`config.mk`:
```
export PLATFORM = sky130hd
export DESIGN_NAME = single_wire_rom_layer_crc
export DESIGN_NICKNAME = d
export VERILOG_FILES = /design/src/pkg/swm_pkg.sv /design/src/core/single_wire_rom_layer_crc.sv
export SDC_FILE = /design/constraint.sdc
export NUM_CORES = 1
export LEC_CHECK = 0
export BUFFER_PORTS_ARGS = -buffer_cell sky130_fd_sc_hd__buf_4
export CAP_MARGIN = 15
export CORE_MARGIN = 2
export CORE_UTILIZATION = 64
export DETAILED_ROUTE_END_ITERATION = 16
export MAX_ROUTING_LAYER = met4
export PLACE_DENSITY = 0.85
export SLEW_MARGIN = 30
export SYNTH_ARGS = -nofsm -noshare
export SYNTH_HDL_FRONTEND = slang
export SYNTH_SLANG_ARGS = --single-unit
```
`constraint.sdc`:
```
create_clock -name sys_clk -period 4.36 [get_ports sys_clk]
set_input_delay 0.654 -clock sys_clk [delete_from_list [all_inputs] [get_ports sys_clk]]
set_output_delay 0.654 -clock sys_clk [all_outputs]
set_load 0.05 [all_outputs]
```
`src/pkg/swm_pkg.sv`:
```
// Constants shared by the single-wire bus master: op codes, identity commands, slot timing.
// Assumes a 20 MHz system clock; all times are in nanoseconds and turned into cycle counts here.
// Function
// - Check byte polynomial x8 plus x5, x4, one.
// - Checker clears register, feeds data LSB first.
// - Shift in check byte; zero means clean.
// - Every byte travels least significant bit first.
// - Drive line only low, release when idle.
// - Idle recovery unbounded; suspend with line high.
// - Order: initialization, identity command, function command.
// - After any search, begin again with initialization.
// - Five eight-bit identity commands precede function commands.
// - Code F0h runs the elimination search.
// - Code 33h reads identity, single slave only.
// - Address-all then BEh only with single slave.
// - Each transaction opens with reset and presence.
package swm_pkg;

    localparam int CLK_NS = 50;

    localparam logic [2:0] OP_INIT   = 3'h0;
    localparam logic [2:0] OP_WRITE8 = 3'h1;
    localparam logic [2:0] OP_READ8  = 3'h2;
    localparam logic [2:0] OP_WRITE1 = 3'h3;
    localparam logic [2:0] OP_READ1  = 3'h4;
    localparam logic [2:0] OP_CRCCLR = 3'h5;

    localparam logic [7:0] ROM_SEARCH = 8'hf0;
    localparam logic [7:0] ROM_READ   = 8'h33;
    localparam logic [7:0] ROM_MATCH  = 8'h55;
    localparam logic [7:0] ROM_SKIP   = 8'hcc;
    localparam logic [7:0] ROM_ALARM  = 8'hec;
    localparam logic [7:0] FN_RDSCRATCH = 8'hbe;

    localparam logic [7:0] CRC_POLY_REFL = 8'h8c;
    localparam logic [7:0] CRC_INIT      = 8'h00;

    localparam logic [7:0] ID_BITS     = 8'd64;
    localparam logic [7:0] SEARCH_BITS = 8'd192;

    localparam int T_RST_LOW_NS  = 480000;
    localparam int T_PRES_SMP_NS = 70000;
    localparam int T_RST_TAIL_NS = 410000;
    localparam int T_LOW1_NS     = 6000;
    localparam int T_LOW0_NS     = 60000;
    localparam int T_RD_LOW_NS   = 6000;
    localparam int T_RD_SMP_NS   = 14000;
    localparam int T_SLOT_NS     = 70000;
    localparam int T_REC_NS      = 10000;

    localparam int RST_LOW_CYC  = (T_RST_LOW_NS + CLK_NS - 1) / CLK_NS;
    localparam int RST_TAIL_CYC = (T_RST_TAIL_NS + CLK_NS - 1) / CLK_NS;
    localparam logic [13:0] PRES_SMP_CYC = 14'(T_PRES_SMP_NS / CLK_NS);
    localparam logic [13:0] LOW1_CYC     = 14'((T_LOW1_NS + CLK_NS - 1) / CLK_NS);
    localparam logic [13:0] LOW0_CYC     = 14'((T_LOW0_NS + CLK_NS - 1) / CLK_NS);
    localparam logic [13:0] RD_LOW_CYC   = 14'((T_RD_LOW_NS + CLK_NS - 1) / CLK_NS);
    localparam logic [13:0] RD_SMP_CYC   = 14'(T_RD_SMP_NS / CLK_NS);
    localparam logic [13:0] SLOT_END_CYC = 14'((T_SLOT_NS + T_REC_NS + CLK_NS - 1) / CLK_NS);

endpackage

```
`src/core/single_wire_rom_layer_crc.sv`:
```
// Bus master for the single-wire sensor bus: reset/presence, bit slots, identity-layer order, CRC.
// Assumes an external pull-up on the line and a user that issues one command at a time.
`timescale 1ns/1ps
`default_nettype none
module single_wire_rom_layer_crc
    import swm_pkg::*;
#(
    parameter int RST_LOW_CYCLES  = RST_LOW_CYC,
    parameter int RST_TAIL_CYCLES = RST_TAIL_CYC
) (
    input  wire logic       sys_clk,
    input  wire logic       sys_rst,
    input  wire logic       cmdValid,
    input  wire logic [2:0] cmdOp,
    input  wire logic [7:0] cmdData,
    input  wire logic       singleSlave,
    input  wire logic       dqIn,
    output var  logic       dqOut,
    output var  logic       dqOe,
    output var  logic       busy,
    output var  logic       done,
    output var  logic       cmdErr,
    output var  logic       presence,
    output var  logic [7:0] rxData,
    output var  logic [7:0] crc,
    output var  logic       crcZero
);

    typedef enum logic [2:0] {S_IDLE, S_RSTLOW, S_RSTWAIT, S_RSTTAIL, S_SLOT} state_e;
    typedef enum logic [2:0] {P_NEEDINIT, P_ROMCMD, P_ROMDATA, P_SEARCH, P_FUNC} phase_e;

    state_e      state_r;
    phase_e      phase_r;
    logic [13:0] cnt_r;
    logic [7:0]  shReg_r;
    logic [3:0]  bitsLeft_r;
    logic        isRead_r;
    logic        dqMeta_r;
    logic        dqSync_r;
    logic [7:0]  bitCnt_r;
    logic [7:0]  romCode_r;
    logic        firstFunc_r;
    logic        countBits_r;
    logic        dqOe_r;
    logic        dqOut_r;
    logic        busy_r;
    logic        done_r;
    logic        cmdErr_r;
    logic        presence_r;
    logic [7:0]  rxData_r;
    logic [7:0]  crc_r;
    logic        crcZero_r;

    logic        accept;
    logic        illegal;
    logic        go;
    logic        bitDone;
    logic        bitVal;
    logic [13:0] lowLen;

    function automatic logic knownRom(input logic [7:0] code);
        knownRom = (code == ROM_SEARCH) || (code == ROM_READ) || (code == ROM_MATCH)
                || (code == ROM_SKIP) || (code == ROM_ALARM);
    endfunction

    function automatic logic [7:0] crcStep(input logic [7:0] c, input logic b);
        logic fb;
        fb = c[0] ^ b;
        crcStep = {1'b0, c[7:1]} ^ (fb ? CRC_POLY_REFL : 8'h00);
    endfunction

    assign accept = cmdValid && !busy_r;
    always_comb begin
        illegal = 1'b0;
        if (cmdOp != OP_INIT && cmdOp != OP_CRCCLR && phase_r == P_NEEDINIT) begin
            illegal = 1'b1;
        end
        if (phase_r == P_ROMCMD) begin
            if (cmdOp != OP_WRITE8 && cmdOp != OP_INIT && cmdOp != OP_CRCCLR) begin
                illegal = 1'b1;
            end else if (cmdOp == OP_WRITE8 && !knownRom(cmdData)) begin
                illegal = 1'b1;
            end else if (cmdOp == OP_WRITE8 && cmdData == ROM_READ && !singleSlave) begin
                illegal = 1'b1;
            end
        end
        if (phase_r == P_FUNC && firstFunc_r && cmdOp == OP_WRITE8 && cmdData == FN_RDSCRATCH
            && romCode_r == ROM_SKIP && !singleSlave) begin
            illegal = 1'b1;
        end
    end
    assign go = accept && !illegal && cmdOp <= OP_CRCCLR;

    assign bitDone = (state_r == S_SLOT) && (cnt_r == SLOT_END_CYC - 14'h1);
    assign bitVal  = isRead_r ? shReg_r[7] : shReg_r[0];
    always_comb begin
        if (isRead_r) begin
            lowLen = RD_LOW_CYC;
        end else begin
            lowLen = shReg_r[0] ? LOW1_CYC : LOW0_CYC;
        end
    end

    // The line is asynchronous to sys_clk, so it is double-registered before any use.
    always_ff @(posedge sys_clk) begin
        if (sys_rst) begin
            dqMeta_r <= 1'b1;
            dqSync_r <= 1'b1;
        end else begin
            dqMeta_r <= dqIn;
            dqSync_r <= dqMeta_r;
        end
    end

    always_ff @(posedge sys_clk) begin
        if (sys_rst) begin
            state_r    <= S_IDLE;
            cnt_r      <= 14'h0;
            shReg_r    <= 8'h00;
            bitsLeft_r <= 4'h0;
            isRead_r   <= 1'b0;
            dqOe_r     <= 1'b0;
            dqOut_r    <= 1'b0;
            busy_r     <= 1'b0;
            done_r     <= 1'b0;
            presence_r <= 1'b0;
            rxData_r   <= 8'h00;
        end else begin
            done_r  <= 1'b0;
            dqOut_r <= 1'b0;
            cnt_r   <= cnt_r + 14'h1;
            unique case (state_r)
                S_IDLE: begin
                    cnt_r  <= 14'h0;
                    dqOe_r <= 1'b0;
                    if (go && cmdOp == OP_INIT) begin
                        state_r <= S_RSTLOW;
                        dqOe_r  <= 1'b1;
                        busy_r  <= 1'b1;
                    end else if (go && cmdOp != OP_CRCCLR) begin
                        state_r    <= S_SLOT;
                        shReg_r    <= cmdData;
                        bitsLeft_r <= (cmdOp == OP_WRITE8 || cmdOp == OP_READ8) ? 4'h8 : 4'h1;
                        isRead_r   <= (cmdOp == OP_READ8 || cmdOp == OP_READ1);
                        dqOe_r     <= 1'b1;
                        busy_r     <= 1'b1;
                    end else if (go) begin
                        done_r <= 1'b1;
                    end
                end
                S_RSTLOW: begin
                    if (cnt_r == 14'(RST_LOW_CYCLES - 1)) begin
                        dqOe_r  <= 1'b0;
                        cnt_r   <= 14'h0;
                        state_r <= S_RSTWAIT;
                    end
                end
                S_RSTWAIT: begin
                    if (cnt_r == PRES_SMP_CYC - 14'h1) begin
                        presence_r <= !dqSync_r;
                        cnt_r      <= 14'h0;
                        state_r    <= S_RSTTAIL;
                    end
                end
                S_RSTTAIL: begin
                    if (cnt_r == 14'(RST_TAIL_CYCLES - 1)) begin
                        state_r <= S_IDLE;
                        busy_r  <= 1'b0;
                        done_r  <= 1'b1;
                    end
                end
                S_SLOT: begin
                    if (cnt_r == lowLen - 14'h1) begin
                        dqOe_r <= 1'b0;
                    end
                    if (isRead_r && cnt_r == RD_SMP_CYC - 14'h1) begin
                        shReg_r <= {dqSync_r, shReg_r[7:1]};
                    end
                    if (bitDone) begin
                        cnt_r <= 14'h0;
                        if (!isRead_r) begin
                            shReg_r <= {1'b0, shReg_r[7:1]};
                        end
                        if (bitsLeft_r == 4'h1) begin
                            state_r  <= S_IDLE;
                            busy_r   <= 1'b0;
                            done_r   <= 1'b1;
                            rxData_r <= (bitsLeft_r == 4'h1 && isRead_r) ? shReg_r : rxData_r;
                        end else begin
                            bitsLeft_r <= bitsLeft_r - 4'h1;
                            dqOe_r     <= 1'b1;
                        end
                    end
                end
            endcase
        end
    end

    // A refused command never starts a slot, so the device never sees an out-of-order step.
    always_ff @(posedge sys_clk) begin
        if (sys_rst) begin
            cmdErr_r <= 1'b0;
        end else begin
            cmdErr_r <= accept && illegal;
        end
    end

    // The identity command's own slots run after the phase has moved on, so they must not count.
    always_ff @(posedge sys_clk) begin
        if (sys_rst) begin
            countBits_r <= 1'b0;
        end else if (state_r == S_IDLE && go) begin
            countBits_r <= (phase_r == P_ROMDATA || phase_r == P_SEARCH);
        end
    end

    always_ff @(posedge sys_clk) begin
        if (sys_rst) begin
            phase_r     <= P_NEEDINIT;
            bitCnt_r    <= 8'h00;
            romCode_r   <= 8'h00;
            firstFunc_r <= 1'b0;
        end else if (state_r == S_RSTWAIT && cnt_r == PRES_SMP_CYC - 14'h1) begin
            phase_r <= dqSync_r ? P_NEEDINIT : P_ROMCMD;
        end else if (go && cmdOp == OP_INIT) begin
            phase_r <= P_NEEDINIT;
        end else if (go && phase_r == P_ROMCMD && cmdOp == OP_WRITE8) begin
            romCode_r   <= cmdData;
            bitCnt_r    <= 8'h00;
            firstFunc_r <= 1'b1;
            if (cmdData == ROM_SKIP) begin
                phase_r <= P_FUNC;
            end else if (cmdData == ROM_SEARCH || cmdData == ROM_ALARM) begin
                phase_r <= P_SEARCH;
            end else begin
                phase_r <= P_ROMDATA;
            end
        end else if (go && phase_r == P_FUNC && cmdOp != OP_CRCCLR) begin
            firstFunc_r <= 1'b0;
        end else if (bitDone && countBits_r && (phase_r == P_ROMDATA || phase_r == P_SEARCH)) begin
            bitCnt_r <= bitCnt_r + 8'h1;
            if (phase_r == P_ROMDATA && bitCnt_r == ID_BITS - 8'h1) begin
                phase_r <= P_FUNC;
            end
            if (phase_r == P_SEARCH && bitCnt_r == SEARCH_BITS - 8'h1) begin
                phase_r <= P_NEEDINIT;
            end
        end
    end

    always_ff @(posedge sys_clk) begin
        if (sys_rst) begin
            crc_r     <= CRC_INIT;
            crcZero_r <= 1'b1;
        end else begin
            if (go && cmdOp == OP_CRCCLR) begin
                crc_r <= CRC_INIT;
            end else if (bitDone) begin
                crc_r <= crcStep(crc_r, bitVal);
            end
            crcZero_r <= (crc_r == 8'h00);
        end
    end

    assign dqOut    = dqOut_r;
    assign dqOe     = dqOe_r;
    assign busy     = busy_r;
    assign done     = done_r;
    assign cmdErr   = cmdErr_r;
    assign presence = presence_r;
    assign rxData   = rxData_r;
    assign crc      = crc_r;
    assign crcZero  = crcZero_r;

    AST_CRC_POLY: assert property (@(posedge sys_clk) disable iff (sys_rst)
        bitDone && !(go && cmdOp == OP_CRCCLR) |=>
            crc_r == (({1'b0, $past(crc_r[7:1])})
                      ^ (($past(crc_r[0]) ^ $past(bitVal)) ? 8'h8c : 8'h00)))
        else $error("check byte update does not follow the polynomial");
    AST_CRC_CLEAR: assert property (@(posedge sys_clk) disable iff (sys_rst)
        accept && cmdOp == OP_CRCCLR && !illegal |=> crc_r == 8'h00 ##1 crcZero_r)
        else $error("check register not cleared");
    AST_CRC_ZERO: assert property (@(posedge sys_clk) disable iff (sys_rst)
        crc_r != 8'h00 |=> !crcZero_r)
        else $error("zero flag set with nonzero register");
    AST_LSB_FIRST: assert property (@(posedge sys_clk) disable iff (sys_rst)
        state_r == S_IDLE && go && cmdOp == OP_WRITE8 && !cmdData[0] |-> ##200 dqOe_r)
        else $error("first written bit is not the least significant one");
    AST_LSB_FIRST_ONE: assert property (@(posedge sys_clk) disable iff (sys_rst)
        state_r == S_IDLE && go && cmdOp == OP_WRITE8 && cmdData[0] |-> ##200 !dqOe_r)
        else $error("first written one bit is not the least significant one");
    AST_IDLE_RELEASE: assert property (@(posedge sys_clk) disable iff (sys_rst)
        state_r == S_IDLE |-> !dqOut_r ##1 (state_r != S_IDLE || !dqOe_r))
        else $error("line held or driven high while idle");
    AST_ORDER: assert property (@(posedge sys_clk) disable iff (sys_rst)
        accept && phase_r == P_NEEDINIT && cmdOp == OP_WRITE8 |=> cmdErr_r && !busy_r)
        else $error("byte sent without initialization");
    AST_SEARCH_REINIT: assert property (@(posedge sys_clk) disable iff (sys_rst)
        bitDone && countBits_r && phase_r == P_SEARCH && bitCnt_r == 8'd191 |=> phase_r == P_NEEDINIT)
        else $error("search not followed by a forced initialization");
    AST_ROM_CODE: assert property (@(posedge sys_clk) disable iff (sys_rst)
        accept && phase_r == P_ROMCMD && cmdOp == OP_WRITE8 && !knownRom(cmdData)
            |=> cmdErr_r ##1 state_r == S_IDLE)
        else $error("unknown identity command was not refused");
    AST_READ_SINGLE: assert property (@(posedge sys_clk) disable iff (sys_rst)
        accept && phase_r == P_ROMCMD && cmdOp == OP_WRITE8 && cmdData == 8'h33 && !singleSlave
            |=> cmdErr_r && phase_r == P_ROMCMD)
        else $error("identity read allowed on a shared bus");
    AST_RESET_PULSE: assert property (@(posedge sys_clk) disable iff (sys_rst)
        state_r == S_IDLE && go && cmdOp == OP_INIT |=> dqOe_r [*8] ##0 state_r == S_RSTLOW)
        else $error("reset pulse not driven");

    COV_PRESENCE: cover property (@(posedge sys_clk) disable iff (sys_rst)
        state_r == S_RSTTAIL && presence_r);
    COV_READ_BYTE: cover property (@(posedge sys_clk) disable iff (sys_rst)
        bitDone && isRead_r && bitsLeft_r == 4'h1 && bitCnt_r == 8'd7);
    COV_SEARCH_DONE: cover property (@(posedge sys_clk) disable iff (sys_rst)
        phase_r == P_SEARCH ##1 phase_r == P_NEEDINIT);
    COV_CRC_OK: cover property (@(posedge sys_clk) disable iff (sys_rst)
        bitDone ##2 crcZero_r);

endmodule
`default_nettype wire

```
==> run_results.csv <==
group,metric,value,unit
status,outcome,"finished clean",
timing,final_worst_path_period_need,2.81,ns
route,met2_length,4770,microns
timing,final_count_of_negative_setup_slack_endpoints,0,
critical_path,critical_path.n_buffers_inverters,0,
critical_path,timing.critical_path.to_type,"flip-flop",
route,drt_iter0_markers,317,
global_routing,pin_count_of_the_biggest_net_entering_global_routing,53,
timing,fin_crit_sh,64.5,%
cts,cts_tree,"yes",
place,placedInstanceArea,4260,sq um
route,viasPerCell,6.41,
logic_synthesis,avgSynthCellArea,8.14,sq um
timing,maxSlewHeadroom,46.4,%
route,remaining_drc_errors,0,
critical_path,worstPathRequired,4.57,ns
timing,max_clock_freq,355,MHz
power,ir_drop,0.000271,V
floorplanning,initial_core_util,67.1,%
cts,cts_sinks,75,
worst_hold_path,hold-path-cell-count,1,
logic_synthesis,postSynthRegisterBits,75,
floorplanning,rows,28,
timing,rsz0062_at_grt,"no",
cts,cts_repair_resize_count,0,
place,total_half_perimeter_wirelength_after_legalization_and_detailed_placement,6860,microns
critical_path,critical_path.reg2reg.endpoint,"phase_r[0]",
cells_and_area,final_common_cell,"sky130_fd_sc_hd__dfxtp_1",
timing,fin_ws,1.55,ns
logic_synthesis,ys_seq_area_share,37.3,%
logic_synthesis,area_leader_netlist,"sky130_fd_sc_hd__dfxtp_1",
floorplanning,chipHeight,83.3,microns
place,gp_congestion,1.01,
global_routing,globalRoute.totalOverflow,0,
logic_synthesis,ys.warnings.count,0,
cells_and_area,syn2layout_area_growth,10.9,%
cts,clk_pin_slew,0.08,ns
critical_path,worst_setup_path_start_kind,"flip-flop",
global_routing,first_global_vias,3503,
logic_synthesis,yosys.area.top_type_share,37.3,%
cells_and_area,layout_common_cells,"sky130_fd_sc_hd__dfxtp_1 (75), sky130_fd_sc_hd__nor2_1 (66), sky130_fd_sc_hd__nand2_1 (50)",
cts,cts_buffer_depth,2,
route,met3WireLength,676,microns
route,post_drt_wl_per_cell,16.8,microns
place,dp_worst_setup_slack,1.30,ns
logic_synthesis,synth_enable_flop_cells,0,
global_routing,grt_antenna_before_repair,0,
critical_path,timing.critical_path.from,"cnt_r[0]",
timing,final.setup_skew,0.00928,ns
critical_path,worst-path-max-fanout,11,
cts,cts_hold_buf,0,
route,drtAntennaViolNets,0,
critical_path,worst_path_dominant_cell_family,"simple AND/OR/NAND/NOR gates",
logic_synthesis,synth_area_leaders,"sky130_fd_sc_hd__dfxtp_1 (37%), sky130_fd_sc_hd__nor2_1 (6.2%), sky130_fd_sc_hd__a21oi_1 (5.2%)",
logic_synthesis,syn_nets,514,
floorplanning,boundaryPins,39,
global_routing,grt_first_pass_wirelength,16100,microns
critical_path,crit-reg2reg-launch,"cnt_r[0]",
timing,worstMarginPinSlew,0.802,ns
timing,finalSetupTns,0,ns
cts,clk_latency,0.35,ns
cts,postCtsSetupRepairBufs,0,
cells_and_area,core_utilization_of_the_finished_layout,74.5,%
timing,finalHoldViolCount,0,
logic_synthesis,synth_ff_type,"sky130_fd_sc_hd__dfxtp_1",
route,detailedRoute.firstPassIterationCount,5,
logic_synthesis,netlist_instances,494,
route,top_layer_used,"met4",
floorplanning,core_area,5990,sq um
logic_synthesis,yosysUniqueCellTypes,69,
cts,ctsRootBufferMaster,"sky130_fd_sc_hd__clkbuf_8",
floorplanning,die_area,6940,sq um
critical_path,worst-setup-path-type,"reg -> reg",
power,power_leakage,1.62,nW
worst_hold_path,timing.hold.worst_endpoint,"dqSync_r",
power,pd_cells,306,nW/um^2
place,placement.io_buffers,37,
critical_path,worst_path_largest_cell_delay,0.62,ns
worst_hold_path,worstHoldPathType,"reg -> reg",
cells_and_area,design.final.nets,535,
cells_and_area,antenna_cells_inserted,0,
global_routing,grt.total_usage,28.7,%
timing,fin_worst_hold_slack,0.421,ns
critical_path,setup_slack_reg_to_reg,1.55,ns
floorplanning,die_w,83.3,microns
route,route.layer.met1.wl,4310,microns
critical_path,cell_with_the_largest_stage_delay_on_the_worst_path,"sky130_fd_sc_hd__nor4_1",
critical_path,r2r.worst_path.cells,8,
logic_synthesis,async_reset_ff_share,0,%
cells_and_area,layout-drive-gt1-share,14.4,%
route,finalWirelength,9990,microns
critical_path,timing.critical_path.arrival,3.02,ns
critical_path,timing.critical_path.cells,"ha_1, nand2_1, nor4_1, nand3_1, nand2b_1, nor2_1, nand4b_1, a21oi_1",
route,num_vias,3814,
timing,timing.final.max_slew_violations,0,
cts,total_clock_buffers_created_by_cts,9,
logic_synthesis,syn-cell-area,4020,sq um
cts,cts_htree_levels,3,
run,max_cap_viol_count,0,
cells_and_area,final_area,4460,sq um
worst_hold_path,worstHoldStart,"dqMeta_r",
[metal layers]
metal / track usage [%] / vias up
met5: - / -
met4: 12.4 / 0
met3: 6.46 / 34
met2: 45.4 / 180
met1: 35.2 / 1798
li1: - / 1802
[flip-flops by register name, summed over array words and instances (netlist names), 3 cells and up]
| name | count |
|---|---|
| cnt_r | 14 |
| phase_r | 3 |
| bitCnt_r | 8 |
| crc | 8 |
| bitsLeft_r | 4 |
| romCode_r | 8 |
| rxData | 8 |
| state_r | 3 |
| shReg_r | 8 |
[cell families after synthesis]
kind of cell	Yosys count	synth area share (%)
AO/OA/AOI/OAI	103	17.5
XOR/XNOR	24	5.23
adder cells (fa/ha/maj)	4	1.24
buffers and inverters	38	4.57
flip-flops	75	37.3
multiplexers	11	2.74
other	1	0.0932
AND/OR/NAND/NOR	238	31.4
[synth_stat cells, types with 3 or more instances]
| cell | number |
|---|---|
| sky130_fd_sc_hd__dfxtp_1 | 75 |
| sky130_fd_sc_hd__nor2_1 | 66 |
| sky130_fd_sc_hd__nand2_1 | 50 |
| sky130_fd_sc_hd__a21oi_1 | 42 |
| sky130_fd_sc_hd__nand3_1 | 21 |
| sky130_fd_sc_hd__xnor2_1 | 21 |
| sky130_fd_sc_hd__clkbuf_1 | 17 |
| sky130_fd_sc_hd__nor3_1 | 16 |
| sky130_fd_sc_hd__nand4_1 | 13 |
| sky130_fd_sc_hd__mux2i_1 | 11 |
| sky130_fd_sc_hd__inv_1 | 10 |
| sky130_fd_sc_hd__a211oi_1 | 9 |
| sky130_fd_sc_hd__nor2b_1 | 8 |
| sky130_fd_sc_hd__o21ai_0 | 8 |
| sky130_fd_sc_hd__o221ai_1 | 8 |
| sky130_fd_sc_hd__nand2b_1 | 7 |
| sky130_fd_sc_hd__and3_1 | 6 |
| sky130_fd_sc_hd__buf_2 | 6 |
| sky130_fd_sc_hd__nor3b_1 | 5 |
| sky130_fd_sc_hd__buf_6 | 4 |
| sky130_fd_sc_hd__ha_1 | 4 |
| sky130_fd_sc_hd__nand3b_1 | 4 |
| sky130_fd_sc_hd__o21ai_1 | 4 |
| sky130_fd_sc_hd__or2_2 | 4 |
| sky130_fd_sc_hd__a21o_1 | 3 |
| sky130_fd_sc_hd__a31oi_1 | 3 |
| sky130_fd_sc_hd__and2_1 | 3 |
| sky130_fd_sc_hd__nor4_1 | 3 |
| sky130_fd_sc_hd__nor4b_1 | 3 |
| sky130_fd_sc_hd__nor4bb_1 | 3 |
| sky130_fd_sc_hd__o21a_1 | 3 |
| sky130_fd_sc_hd__or3_1 | 3 |
| sky130_fd_sc_hd__or4_1 | 3 |
| sky130_fd_sc_hd__xor2_1 | 3 |
[area by class of cell]
type,count,area [sq um]
fill,460,1530
clock inverter,6,63.8
inverter,10,37.5
multi-input combinational,381,2340
tap,75,93.8
sequential,75,1500
clock buffer,10,138
timing repair buffer,38,285
[per-stage QoR]
stage / std cells / total power, mW
final: 595 / 1.37
after global routing: 595 / 1.41
after CTS: 595 / 1.37
after detailed placement: 579 / 0.828
after global placement: 579 / 0.825
after floorplan: 494 / 0.797
[how the worst max path moves through the flow]
stage,to,slack [ns],cells past startpoint
after global routing,phase_r[0],1.36,8
after floorplan,isRead_r,1.72,9
after detailed placement,romCode_r[5],1.30,7
after CTS,phase_r[0],1.57,8
final,phase_r[0],1.55,8
after global placement,romCode_r[3],1.38,7
[power breakdown]
group / total [mW] / internal (mW) / switching (mW)
Sequential: 0.703 / 0.693 / 0.0107
Combinational: 0.113 / 0.0403 / 0.0731
Clock: 0.549 / 0.280 / 0.269
Total: 1.37 / 1.01 / 0.353
(Power assumes the default switching activity.)
